$ cat src/logic/pdct_pkg.sv
// Package for the prescaled down-counter timer: offsets, fields, reset values
package pdct_pkg;
  localparam int unsigned ADDR_W = 8;
  localparam int unsigned DATA_W = 32;

  // Register byte offsets
  localparam logic [7:0] OFS_CONTROL = 8'h00;
  localparam logic [7:0] OFS_COUNT = 8'h04;

  // Control register field positions
  localparam int unsigned BIT_REQ_FLAG = 7;
  localparam int unsigned BIT_REQ_MASK = 6;
  localparam int unsigned BIT_SRC_SEL = 5;
  localparam int unsigned BIT_PIN_EN = 4;
  localparam int unsigned BIT_PSC_CLR = 3;
  localparam int unsigned BIT_PS_LSB = 0;
  localparam int unsigned PS_W = 3;

  // Option byte field position selecting option-controlled mode
  localparam int unsigned BIT_OPT_MODE = 6;

  // Widths and reset values
  localparam int unsigned CNT_W = 8;
  localparam int unsigned PRE_W = 7;
  localparam logic [7:0] CNT_RESET = 8'hff;
  localparam logic [6:0] PRE_RESET = 7'h7f;
  localparam logic [6:0] PRE_CLEAR = 7'h7f;
  localparam logic REQ_FLAG_RESET = 1'b0;
  localparam logic REQ_MASK_RESET = 1'b1;

  // Pin path: two synchroniser stages plus one edge stage
  localparam int unsigned PIN_SYNC_CYCLES = 3;

  // Clock source modes from {clock_source_select, input_pin_enable}
  typedef enum logic [1:0] {
    PDCT_SRC_INTERNAL = 2'b00,
    PDCT_SRC_GATED = 2'b01,
    PDCT_SRC_OFF = 2'b10,
    PDCT_SRC_EXTERNAL = 2'b11
  } pdct_src_t;

  // Software-visible configuration fields of the control register
  typedef struct packed {
    logic clock_source_select;
    logic input_pin_enable;
    logic [2:0] prescale_select;
  } pdct_cfg_t;
endpackage

$ cat src/logic/pdct_timer.sv
// Prescaled 8-bit down-counter timer with APB register access
`timescale 1ns/10ps
`default_nettype none
module pdct_timer (
  input wire logic i_clk_sys,
  input wire logic i_arst_n,
  input wire logic [7:0] i_option_byte,
  input wire logic i_timer_pin,
  input wire logic i_psel,
  input wire logic i_penable,
  input wire logic i_pwrite,
  input wire logic [pdct_pkg::ADDR_W-1:0] i_paddr,
  input wire logic [pdct_pkg::DATA_W-1:0] i_pwdata,
  input wire logic [3:0] i_pstrb,
  output logic [pdct_pkg::DATA_W-1:0] o_prdata,
  output logic o_pready,
  output logic o_pslverr,
  output logic o_zero_request
);
  logic [7:0] option_byte;
  logic opt_loaded;
  logic option_mode_select;
  pdct_pkg::pdct_cfg_t cfg;
  pdct_pkg::pdct_cfg_t eff_cfg;
  logic count_zero_request_flag;
  logic zero_request_mask;
  logic [pdct_pkg::CNT_W-1:0] timer_count_value;
  logic [pdct_pkg::PRE_W-1:0] prescaler;
  logic pin_meta;
  logic pin_sync;
  logic pin_prev;
  logic pin_rise;
  logic pre_in;
  logic tap;
  logic [pdct_pkg::PRE_W-1:0] tap_mask;
  logic acc;
  logic wr_ctl;
  logic wr_cnt;
  logic addr_ok;
  logic prescaler_clear_strobe;
  logic [7:0] ctl_read;
  logic [pdct_pkg::CNT_W-1:0] next_count;

  // Option byte is caught on the first clock after reset release
  always_ff @(posedge i_clk_sys or negedge i_arst_n) begin
    if (!i_arst_n) begin
      option_byte <= 8'hff;
      opt_loaded <= 1'b0;
    end else if (!opt_loaded) begin
      option_byte <= i_option_byte;
      opt_loaded <= 1'b1;
    end
  end

  assign option_mode_select = option_byte[pdct_pkg::BIT_OPT_MODE];

  // APB decode; both registers sit in byte lane 0
  assign addr_ok = (i_paddr == pdct_pkg::OFS_CONTROL) || (i_paddr == pdct_pkg::OFS_COUNT);
  assign acc = i_psel && i_penable;
  assign wr_ctl = acc && i_pwrite && i_pstrb[0] && (i_paddr == pdct_pkg::OFS_CONTROL);
  assign wr_cnt = acc && i_pwrite && i_pstrb[0] && (i_paddr == pdct_pkg::OFS_COUNT);
  assign o_pready = 1'b1;

  // Prescaler clear only acts in software mode
  assign prescaler_clear_strobe = wr_ctl && !option_mode_select
    && i_pwdata[pdct_pkg::BIT_PSC_CLR];

  // Configuration bits: loaded from option byte, then software-writable in software mode
  always_ff @(posedge i_clk_sys or negedge i_arst_n) begin
    if (!i_arst_n) begin
      cfg <= '1;
    end else if (!opt_loaded) begin
      cfg.clock_source_select <= i_option_byte[pdct_pkg::BIT_SRC_SEL];
      cfg.input_pin_enable <= i_option_byte[pdct_pkg::BIT_PIN_EN];
      cfg.prescale_select <= i_option_byte[pdct_pkg::BIT_PS_LSB +: pdct_pkg::PS_W];
    end else if (wr_ctl && !option_mode_select) begin
      cfg.clock_source_select <= i_pwdata[pdct_pkg::BIT_SRC_SEL];
      cfg.input_pin_enable <= i_pwdata[pdct_pkg::BIT_PIN_EN];
      cfg.prescale_select <= i_pwdata[pdct_pkg::BIT_PS_LSB +: pdct_pkg::PS_W];
    end
  end

  // Option mode: fixed source and ratio from the option byte, pin enable forced on
  always_comb begin
    eff_cfg = cfg;
    if (option_mode_select) begin
      eff_cfg.clock_source_select = option_byte[pdct_pkg::BIT_SRC_SEL];
      eff_cfg.input_pin_enable = 1'b1;
      eff_cfg.prescale_select = option_byte[pdct_pkg::BIT_PS_LSB +: pdct_pkg::PS_W];
    end
  end

  // Pin synchroniser; edge stage makes the third cycle
  always_ff @(posedge i_clk_sys or negedge i_arst_n) begin
    if (!i_arst_n) begin
      pin_meta <= 1'b0;
      pin_sync <= 1'b0;
      pin_prev <= 1'b0;
      pin_rise <= 1'b0;
    end else begin
      pin_meta <= i_timer_pin;
      pin_sync <= pin_meta;
      pin_prev <= pin_sync;
      pin_rise <= pin_sync && !pin_prev;
    end
  end

  // Prescaler input pulse per source mode
  always_comb begin
    unique case (pdct_pkg::pdct_src_t'({eff_cfg.clock_source_select,
                                        eff_cfg.input_pin_enable}))
      pdct_pkg::PDCT_SRC_INTERNAL: pre_in = 1'b1;
      pdct_pkg::PDCT_SRC_GATED: pre_in = pin_prev;
      pdct_pkg::PDCT_SRC_OFF: pre_in = 1'b0;
      pdct_pkg::PDCT_SRC_EXTERNAL: pre_in = pin_rise;
    endcase
  end

  // Tap n fires when the low n prescaler bits are all zero: divide by 2^n
  assign tap_mask = pdct_pkg::PRE_W'((8'h01 << eff_cfg.prescale_select) - 8'h01);
  assign tap = pre_in && ((prescaler & tap_mask) == '0)
    && !prescaler_clear_strobe;

  always_ff @(posedge i_clk_sys or negedge i_arst_n) begin
    if (!i_arst_n) begin
      prescaler <= pdct_pkg::PRE_RESET;
    end else if (prescaler_clear_strobe) begin
      prescaler <= pdct_pkg::PRE_CLEAR;
    end else if (pre_in) begin
      prescaler <= prescaler - 7'h01;
    end
  end

  // Counter: a write loads, otherwise each tap decrements with wrap
  always_comb begin
    next_count = timer_count_value;
    if (wr_cnt) begin
      next_count = i_pwdata[pdct_pkg::CNT_W-1:0];
    end else if (tap) begin
      next_count = timer_count_value - 8'h01;
    end
  end

  always_ff @(posedge i_clk_sys or negedge i_arst_n) begin
    if (!i_arst_n) begin
      timer_count_value <= pdct_pkg::CNT_RESET;
    end else begin
      timer_count_value <= next_count;
    end
  end

  // Request flag: a decrement to zero wins over a control register write; a count write blocks it
  always_ff @(posedge i_clk_sys or negedge i_arst_n) begin
    if (!i_arst_n) begin
      count_zero_request_flag <= pdct_pkg::REQ_FLAG_RESET;
    end else if (!wr_cnt && tap && timer_count_value == 8'h01) begin
      count_zero_request_flag <= 1'b1;
    end else if (wr_ctl) begin
      count_zero_request_flag <= i_pwdata[pdct_pkg::BIT_REQ_FLAG];
    end
  end

  always_ff @(posedge i_clk_sys or negedge i_arst_n) begin
    if (!i_arst_n) begin
      zero_request_mask <= pdct_pkg::REQ_MASK_RESET;
    end else if (wr_ctl) begin
      zero_request_mask <= i_pwdata[pdct_pkg::BIT_REQ_MASK];
    end
  end

  always_ff @(posedge i_clk_sys or negedge i_arst_n) begin
    if (!i_arst_n) begin
      o_zero_request <= 1'b0;
    end else begin
      o_zero_request <= count_zero_request_flag && !zero_request_mask;
    end
  end

  // Control read image; bit 3 always reads zero
  always_comb begin
    ctl_read = 8'h00;
    ctl_read[pdct_pkg::BIT_REQ_FLAG] = count_zero_request_flag;
    ctl_read[pdct_pkg::BIT_REQ_MASK] = zero_request_mask;
    if (option_mode_select) begin
      ctl_read[pdct_pkg::BIT_SRC_SEL] = 1'b1;
      ctl_read[pdct_pkg::BIT_PIN_EN] = 1'b1;
      ctl_read[pdct_pkg::BIT_PS_LSB +: pdct_pkg::PS_W] = 3'h7;
    end else begin
      ctl_read[pdct_pkg::BIT_SRC_SEL] = cfg.clock_source_select;
      ctl_read[pdct_pkg::BIT_PIN_EN] = cfg.input_pin_enable;
      ctl_read[pdct_pkg::BIT_PS_LSB +: pdct_pkg::PS_W] = cfg.prescale_select;
    end
  end

  // Read data and error are registered in the setup cycle
  always_ff @(posedge i_clk_sys or negedge i_arst_n) begin
    if (!i_arst_n) begin
      o_prdata <= 32'h0000_0000;
      o_pslverr <= 1'b0;
    end else if (i_psel && !i_penable) begin
      o_pslverr <= !addr_ok;
      if (i_pwrite || !addr_ok) begin
        o_prdata <= 32'h0000_0000;
      end else if (i_paddr == pdct_pkg::OFS_CONTROL) begin
        o_prdata <= {24'h00_0000, ctl_read};
      end else begin
        o_prdata <= {24'h00_0000, timer_count_value};
      end
    end
  end
endmodule
`default_nettype wire

$ cat config.mk
export PLATFORM = sky130hd
export DESIGN_NAME = pdct_timer
export DESIGN_NICKNAME = d
export VERILOG_FILES = /design/src/logic/pdct_pkg.sv /design/src/logic/pdct_timer.sv
export SDC_FILE = /design/constraint.sdc
export NUM_CORES = 1
export LEC_CHECK = 0
export ABC_AREA = 1
export BUFFER_PORTS_ARGS = -buffer_cell sky130_fd_sc_hd__buf_2
export CAP_MARGIN = 20
export CORE_MARGIN = 3
export CORE_UTILIZATION = 50
export CTS_CLUSTER_SIZE = 14
export DETAILED_ROUTE_END_ITERATION = 8
export PLACE_DENSITY = 0.82
export SLEW_MARGIN = 15
export SYNTH_ARGS = -nofsm -noshare
export SYNTH_HDL_FRONTEND = slang
export SYNTH_SLANG_ARGS = --single-unit
$ cat constraint.sdc
create_clock -name i_clk_sys -period 3.8 [get_ports i_clk_sys]
set_clock_uncertainty 0.2 [all_clocks]
set_input_delay 0.57 -clock i_clk_sys [delete_from_list [all_inputs] [get_ports i_clk_sys]]
set_output_delay 0.57 -clock i_clk_sys [all_outputs]
set_load 0.1 [all_outputs]
==> impl_results.md, run 1 <==
- Area after DPL: 0.00268 mm^2
- Worst min-delay path startpoint: pin_meta
- Max_slew headroom: 40.7%
- CP max stage cell: dfstp_2
- Worst-skew pair later-pin latency: 0.29 ns
- CP Capture Type: flip-flop
- All-Layer GR Usage: roughly 17%
- Initial antenna violation count: 0
- Crit-path cells: nand2_1 > nand2_4 > nand3_2 > ha_1 > nor2_1 > nor2_2 > nand3_1 > nor2_2 > nand2_4 > nand2_4 > nand2_1 > nand2_1
- Cells after Synth: ~330
- Distinct cell type count after synthesis: 32
- Synth warn: 0
- Layout cells sized above 1: 25.2%
- Setup TNS: 0 ns
- Peak Freq: a little over 0.4 GHz
- CTS Buffer Depth: 2
- WL per Instance: ~11 um
- Mean area per synthesized cell: 7.70 um^2
- Count of flip-flops with a built-in enable after synthesis: 0
- H-tree levels: 2
- Final nets: 430
- Initial core utilization: approximately 52%
- P_leak: about 1.4 nW
- Post-CTS setup buffers: 0
- Pwr dens: ~590 mW/mm^2
- Int Pwr: approximately 1.0 mW
- Die Y: roughly 77 um
- Hold endpoint: pin_sync
- Port-buffer cells: 38
- First-pass iteration count of the detailed router: 4
- Routed via count: 2130
- Cts-stage hold buffer count: 0
- CP delay by family, top: simple AND/OR/NAND/NOR gates
- Period minus WS final: between 2 and 2.5 ns
- Yosys reg bits: 42
- Final Cell Area: ~0.0028 mm^2
- Final Setup Violations: 0
- Max incr delay on CP: 0.69 ns
- Boundary pin count: 93
- Cts bufs inserted: 5
- Area contributors post-synth: dfstp_2 27%, dfrtp_1 16%, nand2_1 14%
- Comb power frac: 37.6%
- CTS clk-pin slew, worst paths: 0.08 ns
- Synth top area share: 27.1%
- Switching fraction of total power: between 30% and 40%
- Die Wd: 77.1 um
- Worst Setup Start Kind: flip-flop
- Vias in the first global route: a little under 2000
- FF-to-FF Start: option_byte[6]
- Sequential area share after synthesis: between 40% and 50%
- Unrepaired setup endpoints after global routing: no
- Area delta synth->final: 10.4%
- Placement Rows: 25
- Worst hold path cell count: 0
- CORE AREA: 0.00482 mm^2
- Total power draw: between 1.5 and 2 mW
- Utilization after layout: between 50% and 60%
- Clock power share: approximately a fifth
- Placer Congestion: 0.810
- GRT overflow: 0
- Post-CTS sizing: 0
- Routed Antenna Nets: 0
- Placed Cells: about 430
- Crit path kind: reg2reg
- Leading area contributor after synthesis: dfstp_2
- Setup slack at placement: roughly 1.4 ns
- Worst r2r path cells: 12
- Critical Path RT: approximately 3.8 ns
- Switching power: between 0.6 and 0.7 mW
- Ys async rst share: 100%
- Final std cells w/o fill: 436
- CTS tree: yes
- Pin count of the biggest net entering global routing: 43
- CP Data Arrival Time: 2.45 ns
- Syn Std Cell Area: roughly 0.0025 mm^2
- Max-Cap Viols: 0
- DR iter-0 viols: 165
- Root buffer cell: clkbuf_8
- # diodes: 0
- CP Buf/Inv Count: 0
- Final Max Tran Viols: 0
- Fin. Hold Viols: 0
- Top FF cell, synth: dfstp_2
- Final worst slack: ~1.4 ns
- First-pass GRT wire length: 8420 um
- Detailed-route DRC error count: 0
- Routed WL: 4940 um
- Die area: between 0.005 and 0.006 mm^2
- Hold Crit Class: reg2reg
- Slew @ Worst Pin: slightly below 0.9 ns
- Sequential share of power: between 40% and 50%
- CTS sink cnt: 42
- Outcome: finished clean
- Final Cycle Share: roughly 63%
- Hold slack: around 0.16 ns
- R2R Setup Slk: ~1.4 ns
- Vias per std cell: about 4.9
- Maximum resistive drop on vdd: ~0.00023 V
- Post-DP HPWL: between 3000 and 4000 um
- Crit-path max FO: 10
- Reg-to-reg endpoint: timer_count_value[1]
-- power by group through the flow --
stage,Combinational (mW),Clock (mW),Sequential [mW]
after floorplan,0.533,0,0.676
after global placement,0.599,0,0.688
after detailed placement,0.622,0,0.690
after CTS,0.622,0.355,0.685
after global routing,0.702,0.373,0.702
final,0.621,0.346,0.686
-- state kept, by name, summed over array words and instances, names as in the netlist --
signal and cells:
pin_sync 1, prescaler 7, opt_loaded 1, count_zero_request_flag 1, timer_count_value 8, zero_request_mask 1, option_byte 5, pin_meta 1
o_pslverr 1, o_zero_request 1, pin_prev 1, cfg 5, pin_rise 1, o_prdata 8
-- worst register-to-register path, cell delays in order, from the launching register on --
cell	delay (ns)
dfstp_2	0.69
nand2_1	0.14
nand2_4	0.12
nand3_2	0.09
ha_1	0.28
nor2_1	0.05
nor2_2	0.09
nand3_1	0.09
nor2_2	0.19
nand2_4	0.13
nand2_4	0.15
nand2_1	0.08
nand2_1	0.07
-- cell type report --
| type | count | area (um^2) |
|---|---|---|
| sequential | 42 | 1080 |
| tap | 67 | 83.8 |
| inverter | 32 | 128 |
| multi-input combinational | 248 | 1180 |
| fill | 453 | 2030 |
| clock buffer | 6 | 72.6 |
| clock inverter | 2 | 37.5 |
| timing repair buffer | 39 | 198 |
-- per-layer routing --
layer / vias up / track usage, % / share of wire (%)
met3: 12 / 3.76 / 6.8
met4: 0 / 6.94 / 2.5
met1: 969 / 22.9 / 46
li1: 1075 / - / -
met2: 74 / 28.1 / 45
met5: - / 0 / 0
-- how the worst max path moves through the flow --
stage | startpoint | endpoint | depth (start not counted)
final | option_byte[6] | timer_count_value[1] | 12
after global routing | option_byte[6] | timer_count_value[1] | 12
after CTS | option_byte[6] | timer_count_value[1] | 12
after detailed placement | option_byte[6] | timer_count_value[1] | 12
after global placement | option_byte[6] | timer_count_value[1] | 12
after floorplan | option_byte[6] | timer_count_value[0] | 13
-- cells in the final DEF (no fill, tap or decap), types with 3 or more instances in the layout --
cell      Yosys  layout
nand2_1      95      95
buf_2         1      38
o21ai_0      33      33
inv_1        29      29
conb_1        2      26
dfstp_2      26      26
nor2_1       23      23
nand3_1      20      20
dfrtp_1      16      16
nand2_2      11      11
nand4_1       5       5
clkbuf_8      0       5
a31oi_1       4       4
ha_1          4       4
nand2_4       3       3
nor2_2        3       3
nor3_1        3       3
a21oi_1       3       3
xor2_1        3       3
-- logic make-up after synthesis --
| kind of cell | Yosys count | synth area share (%) |
|---|---|---|
| buffers and inverters | 62 | 13.7 |
| adder cells (fa/ha/maj) | 4 | 1.98 |
| XOR/XNOR | 5 | 1.73 |
| other | 2 | 0.297 |
| AND/OR/NAND/NOR | 167 | 29.4 |
| AO/OA/AOI/OAI | 46 | 9.96 |
| flip-flops | 42 | 42.9 |
-- Yosys cell counts (4+ instances only) --
master / instances
inv_1: 29
nor2_1: 23
nand4_1: 5
nand3_1: 20
ha_1: 4
nand2_1: 95
dfrtp_1: 16
o21ai_0: 33
buf_4: 26
a31oi_1: 4
nand2_2: 11
dfstp_2: 26
(Power assumes the default switching activity.)
==> run 2: changes to the inputs <==
--- a/config.mk
+++ b/config.mk
@@ -9,10 +9,10 @@
 export BUFFER_PORTS_ARGS = -buffer_cell sky130_fd_sc_hd__buf_2
 export CAP_MARGIN = 20
 export CORE_MARGIN = 3
-export CORE_UTILIZATION = 50
+export CORE_UTILIZATION = 45
 export CTS_CLUSTER_SIZE = 14
 export DETAILED_ROUTE_END_ITERATION = 8
-export PLACE_DENSITY = 0.82
+export PLACE_DENSITY = 0.78
 export SLEW_MARGIN = 15
 export SYNTH_ARGS = -nofsm -noshare
 export SYNTH_HDL_FRONTEND = slang
==> constraint.sdc (replaced) <==
create_clock -name i_clk_sys -period 2.1 [get_ports i_clk_sys]
set_clock_uncertainty 0.2 [all_clocks]
set_input_delay 0.315 -clock i_clk_sys [delete_from_list [all_inputs] [get_ports i_clk_sys]]
set_output_delay 0.315 -clock i_clk_sys [all_outputs]
set_load 0.1 [all_outputs]
==> run 2 against run 1 <==
The run now ends with negative setup slack left. Design area rose by 8.6%. Global-route usage fell by 0.21 points. Non-clock buffer count rose by 22. Sequential cell count did not move. Sequential share of layout area fell by 3.1 points. Clock-buffer cell count did not move. Via count rose by 5.4%. First-iteration DRC count fell by 29%. Sequential power rose by 81%. Critical endpoint is now timer_count_value[7].
==> impl_results.md, run 2 (synthesis results as in run 1) <==
- Port-buffer cells: 38 (unchanged)
- Root buffer cell: clkbuf_8
- Met3 WL: 380 um (+14%)
- WL per Instance: 11.9 um (+4.8%)
- Hold Crit Class: in2reg
- Maximum resistive drop on vdd: 0.000519 V (+130%)
- Crit path kind: reg2reg
- Largest registers in the final layout: o_prdata (8), timer_count_value (8), prescaler (7)
- Die Wd: 80.9 um (+5.0%)
- Routed Antenna Nets: 0 (unchanged)
- Pin count of the biggest net entering global routing: 23 (-47%)
- CP Data Arrival Time: 2.36 ns (-0.09 ns)
- Peak Freq: 0.433 GHz (+4.4%)
- Max-Cap Viols: 0 (unchanged)
- Layout cells sized above 1: 30.9% (+5.7 points)
- Slew @ Worst Pin: 0.514 ns (-0.375 ns)
- Crit-path cells: buf_4 > nand2_4 > nand2_2 > nand3_2 > ha_4 > nor2_1 > nor2_2 > nand3_2 > nor2_4 > nand2_4 > nand2_8 > nand2_1 > nand2_1
- CP delay by family, top: simple AND/OR/NAND/NOR gates
- Max incr delay on CP: 0.68 ns (about the same)
- Unrepaired setup endpoints after global routing: yes
- Outcome: complete, but fails checks
- Fin. Hold Viols: 0 (unchanged)
- CTS sink cnt: 42 (unchanged)
- Max Used Layer: met4
- Critical Path RT: 2.15 ns (-1.69 ns)
- All-Layer GR Usage: 17.2% (-0.21 points)
- Period minus WS final: 2.31 ns (-0.103 ns)
- Placer Congestion: 0.868 (+7.1%)
- Area delta synth->final: 19.9%
- Max_slew headroom: 65.8% (+25 points)
- Final Max Tran Viols: 0 (unchanged)
- Initial antenna violation count: 0 (unchanged)
- Most common cell after layout, fill and taps aside: nand2_1
- Worst-skew pair later-pin latency: 0.30 ns (about the same)
- CTS Buffer Depth: 2 (unchanged)
- DR iter-0 viols: 117 (-29%)
- Metal2 WL: 2580 um (+18%)
- Cts bufs inserted: 5 (unchanged)
- Boundary pin count: 93 (unchanged)
- Crit-path max FO: 8 (-2)
- Vias in the first global route: 1993 (+2.3%)
- Pwr dens: 1010 mW/mm^2 (+70%)
- P_leak: 1.56 nW (+8.7%)
- # diodes: 0 (unchanged)
- Post-DP HPWL: 4070 um (+7.4%)
- Fillcell total: 489 (+7.9%)
- Utilization after layout: 57.5% (-0.42 points)
- H-tree levels: 2 (unchanged)
- CP Buf/Inv Count: 1 (+1)
- Most frequent cells in the layout: 91 x nand2_1, 38 x buf_2, 30 x o21ai_0
- Die Y: 80.9 um (+5.0%)
- Final std cells w/o fill: 462 (+6.0%)
- Routed via count: 2244 (+5.4%)
- Detailed-route DRC error count: 0 (unchanged)
- CTS tree: yes
- Final Setup Violations: 9 (+9)
- CORE AREA: 0.00527 mm^2 (+9.4%)
- Total power draw: 3.05 mW (+84%)
- GRT overflow: 0 (unchanged)
- Worst r2r path cells: 13 (+1)
- Placement Rows: 26 (+4.0%)
- Setup TNS: -1.70 ns (-1.70 ns)
- Failing checks: negative setup slack
- CP Capture Type: flip-flop
- Hold slack: 0.0241 ns (-0.136 ns)
- CP max stage cell: dfstp_2
- Final nets: 453 (+5.3%)
- CTS clk-pin slew, worst paths: 0.08 ns (about the same)
- Die area: 0.00655 mm^2 (+10%)
- WL met1: 2410 um (+5.3%)
- First-pass iteration count of the detailed router: 4 (unchanged)
- Placed Cells: 447 (+4.4%)
- Worst hold path cell count: 3 (+3)
- Worst Setup Start Kind: flip-flop
- Final Cycle Share: 110% (+47 points)
- Final worst slack: -0.210 ns (-1.60 ns)
- First-pass GRT wire length: 8780 um (+4.3%)
- Vias per std cell: 4.86 (-0.58%)
- Instance count on the critical path: 13 (+1)
- Initial core utilization: 47.9% (-4.5 points)
- Routed WL: 5480 um (+11%)
[run 2: final cells by class]
class	count	area, um^2	share of cell area, %
inverter	32	130	4.30
tap	70	87.6	2.89
sequential	42	1080	35.8
timing repair buffer	61	388	12.8
multi-input combinational	249	1250	41.4
clock inverter	2	13.8	0.455
clock buffer	6	72.6	2.40
[run 2: metal layers]
metal,up-vias,global-route usage (%)
met2,94,28.3
met4,0,6.76
li1,1125,-
met3,12,3.55
met1,1013,22.2
met5,-,0
[run 2: worst paths after layout]
kind / slack, ns / end / startpoint
setup / recovery: -0.21 / timer_count_value[7] / option_byte[6]
hold / removal: 0.02 / option_byte[6] / i_option_byte[6]
setup reg to reg: -0.21 / timer_count_value[7] / option_byte[6]
hold reg to reg: 0.15 / pin_sync / pin_meta
max in group asynchronous: 0.81 / prescaler[3] / i_arst_n
min in group asynchronous: 0.33 / opt_loaded / i_arst_n
[run 2: what timing repair did]
| action | in CTS | in global routing |
|---|---|---|
| buffers inserted | 2 | 2 |
| hold endpoints to repair | 6 | 0 |
| gates cloned | 1 | 0 |
| gates resized for setup | 6 | 9 |
| hold buffers | 2 | 0 |
| pin swaps | 10 | 8 |
| setup endpoints to repair | 12 | 12 |
[run 2: power by group]
part           switching, mW  internal (mW)
Combinational          0.825          0.455
Clock                  0.290          0.235
Sequential             0.157           1.08
Total                   1.27           1.77
[run 2: worst min-delay path, stage by stage]
cell and delay, ns:
buf_2 0.07, nand2_1 0.04, o21ai_0 0.06
[run 2: through the flow]
step	setup slack (ns)	area (um^2)
2_1_floorplan	0.00191	2640
3_3_place_gp	-0.184	2830
3_5_place_dp	-0.182	2830
4_1_cts	-0.131	2980
5_1_grt	-0.359	3030
6_report	-0.210	3030
==> run 3: changes to the inputs <==
--- a/config.mk
+++ b/config.mk
@@ -8,6 +8,7 @@
 export ABC_AREA = 1
 export BUFFER_PORTS_ARGS = -buffer_cell sky130_fd_sc_hd__buf_2
 export CAP_MARGIN = 20
+export CORE_ASPECT_RATIO = 0.5
 export CORE_MARGIN = 3
 export CORE_UTILIZATION = 45
 export CTS_CLUSTER_SIZE = 14
==> run 3 against run 2 <==
The run still ends with negative setup slack left. Via count is 0.18% higher. Die area increased by 0.83%. Clock power is 22% higher. Hold slack gained 0.0099 ns. Largest power group unchanged. Design area grew 0.74%. Maximum frequency is 0.35% lower. Utilization is 1.7 points higher. Critical endpoint is now timer_count_value[2]. Combinational power barely moved. Final cell count shrank 0.22%. Sequential share of layout area fell by 0.26 points.
==> impl_results.md, run 3 (synthesis results as in run 1) <==
- Outcome: complete, but fails checks
- Failing checks: negative setup slack
- CORE AREA: 0.00516 mm^2 (-2.1%)
- Sequential share of power: 39.1% (-1.7 points)
- Largest registers in the final layout: o_prdata (8), timer_count_value (8), prescaler (7)
- Die Y: 59.0 um (-27%)
- Final Setup Violations: 9 (unchanged)
- Vias per std cell: 4.88 (+0.40%)
- Crit path kind: reg2reg
- Pwr dens: 1050 mW/mm^2 (+4.2%)
- Worst min-delay path startpoint: i_option_byte[6]
- Routed Antenna Nets: 0 (unchanged)
- Reg-to-reg endpoint: timer_count_value[2]
- Fin. Hold Viols: 0 (unchanged)
- Pin count of the biggest net entering global routing: 33 (+43%)
- R2R Setup Slk: -0.22 ns (about the same)
- CTS Buffer Depth: 2 (unchanged)
- Switching fraction of total power: 41.1% (-0.64 points)
- Most frequent cells in the layout: 86 x nand2_1, 38 x buf_2, 32 x o21ai_0
- Total power draw: 3.20 mW (+5.0%)
- Post-DP HPWL: 4360 um (+7.3%)
- Vias in the first global route: 2110 (+5.9%)
- CTS tree: yes
- All-Layer GR Usage: 18.2% (+1.0 points)
- Routed WL: 5750 um (+4.9%)
- Die Wd: 112 um (+38%)
- Final worst slack: -0.218 ns (-0.00800 ns)
- Maximum resistive drop on vdd: 0.000450 V (-13%)
- Hold Crit Class: in2reg
- Crit-path max FO: 8 (unchanged)
- Max-Cap Viols: 0 (unchanged)
- Most common cell after layout, fill and taps aside: nand2_1
- Worst Setup Start Kind: flip-flop
- Final Cycle Share: 110% (+0.38 points)
- Comb power frac: 40.9% (-1.1 points)
- H-tree levels: 2 (unchanged)
- FF-to-FF Start: option_byte[6]
- First-pass GRT wire length: 9720 um (+11%)
- # diodes: 0 (unchanged)
- Area delta synth->final: 20.8%
- Period minus WS final: 2.32 ns (+0.00800 ns)
- CP Capture Type: flip-flop
- Port-buffer cells: 38 (unchanged)
- Final nets: 452 (-0.22%)
- GRT overflow: 0 (unchanged)
- Layout cells sized above 1: 33.2% (+2.4 points)
- Placer Congestion: 0.858 (-1.1%)
- Initial core utilization: 49.0% (+1.0 points)
- Routed via count: 2248 (+0.18%)
- Int Pwr: 1.88 mW (+6.1%)
- WL per Instance: 12.5 um (+5.2%)
- Critical Path RT: 2.14 ns (about the same)
- Slew @ Worst Pin: 0.706 ns (+0.192 ns)
- Worst hold path cell count: 3 (unchanged)
- Detailed-route DRC error count: 0 (unchanged)
- Switching power: 1.32 mW (+3.4%)
- Max_slew headroom: 52.9% (-13 points)
- CP Data Arrival Time: 2.36 ns (about the same)
- P_leak: 1.55 nW (-0.11%)
- Placed Cells: 449 (+0.45%)
- Initial antenna violation count: 0 (unchanged)
- Cts bufs inserted: 5 (unchanged)
- Worst r2r path cells: 12 (-1)
- Clock power share: 20.0% (+2.8 points)
- Setup TNS: -1.84 ns (-0.132 ns)
- Final Cell Area: 0.00305 mm^2 (+0.74%)
- Placement Rows: 18 (-31%)
- Unrepaired setup endpoints after global routing: yes
- Hold endpoint: option_byte[6]
- Worst-skew pair later-pin latency: 0.29 ns (about the same)
- Root buffer cell: clkbuf_8
- DR iter-0 viols: 133 (+14%)
- Area after DPL: 0.00284 mm^2 (about the same)
- Boundary pin count: 93 (unchanged)
- CTS sink cnt: 42 (unchanged)
- Final std cells w/o fill: 461 (-0.22%)
- First-pass iteration count of the detailed router: 4 (unchanged)
- CTS clk-pin slew, worst paths: 0.09 ns (about the same)
- Die area: 0.00660 mm^2 (+0.83%)
- Peak Freq: 0.431 GHz (-0.35%)
- Hold slack: 0.0340 ns (+0.00991 ns)
- Final Max Tran Viols: 0 (unchanged)
[run 3: critical path, cell delays in order, from the launching register on]
cell     delay (ns)
dfstp_2        0.70
nand2_2        0.11
nand2_4        0.09
nand4_1        0.13
ha_4           0.30
nor2_2         0.03
nor2_2         0.09
nand3_2        0.10
nor2_4         0.17
nand2_4        0.12
nand2_8        0.11
nand2_1        0.06
nand2_1        0.06
[run 3: cell type report]
type                       count  area (um^2)
sequential                    42         1080
tap                           70         87.6
inverter                      32          130
clock inverter                 3         40.0
fill                         430         2110
clock buffer                   5         68.8
timing repair buffer          60          360
multi-input combinational    249         1280
[run 3: routing by layer]
metal  up-vias  wire length (um)  track usage (%)
li1       1130                 -                -
met1      1039              2680             24.6
met2        73              2650             30.7
met3         6               373             3.80
met4         0                52             4.79
met5         -                 0                0
[run 3: power by group through the flow]
stage | registers [mW] | clock network (mW) | logic (mW)
after floorplan | 1.22 | 0 | 0.975
after global placement | 1.25 | 0 | 1.15
after detailed placement | 1.25 | 0 | 1.20
after CTS | 1.24 | 0.649 | 1.28
after global routing | 1.28 | 0.695 | 1.46
final | 1.25 | 0.639 | 1.31
[run 3: per-stage QoR]
| stage | util [%] | worst slack [ns] |
|---|---|---|
| 2_1_floorplan | - | 0.00191 |
| 3_3_place_gp | 55.0 | -0.181 |
| 3_5_place_dp | 55.0 | -0.215 |
| 4_1_cts | 58.6 | -0.221 |
| 5_1_grt | 59.1 | -0.350 |
| 6_report | 59.1 | -0.218 |
[run 3: repair_timing]
item / 4_1_cts / 5_1_grt
pin swaps: 10 / 7
endpoints found under the setup margin: 12 / 12
hold endpoints to repair: 17 / 0
setup buffers: 1 / 0
hold buffers: 2 / 0
gates resized for setup: 12 / 8
cloned: 1 / 0
[run 3: worst max path at each step]
stage	from	to	slack, ns	cells past startpoint
2_1_floorplan	option_byte[6]	timer_count_value[0]	0.002	13
5_1_grt	option_byte[6]	timer_count_value[6]	-0.35	12
4_1_cts	option_byte[6]	timer_count_value[4]	-0.22	12
6_report	option_byte[6]	timer_count_value[2]	-0.22	12
3_3_place_gp	option_byte[6]	timer_count_value[4]	-0.18	12
3_5_place_dp	option_byte[6]	timer_count_value[2]	-0.21	12
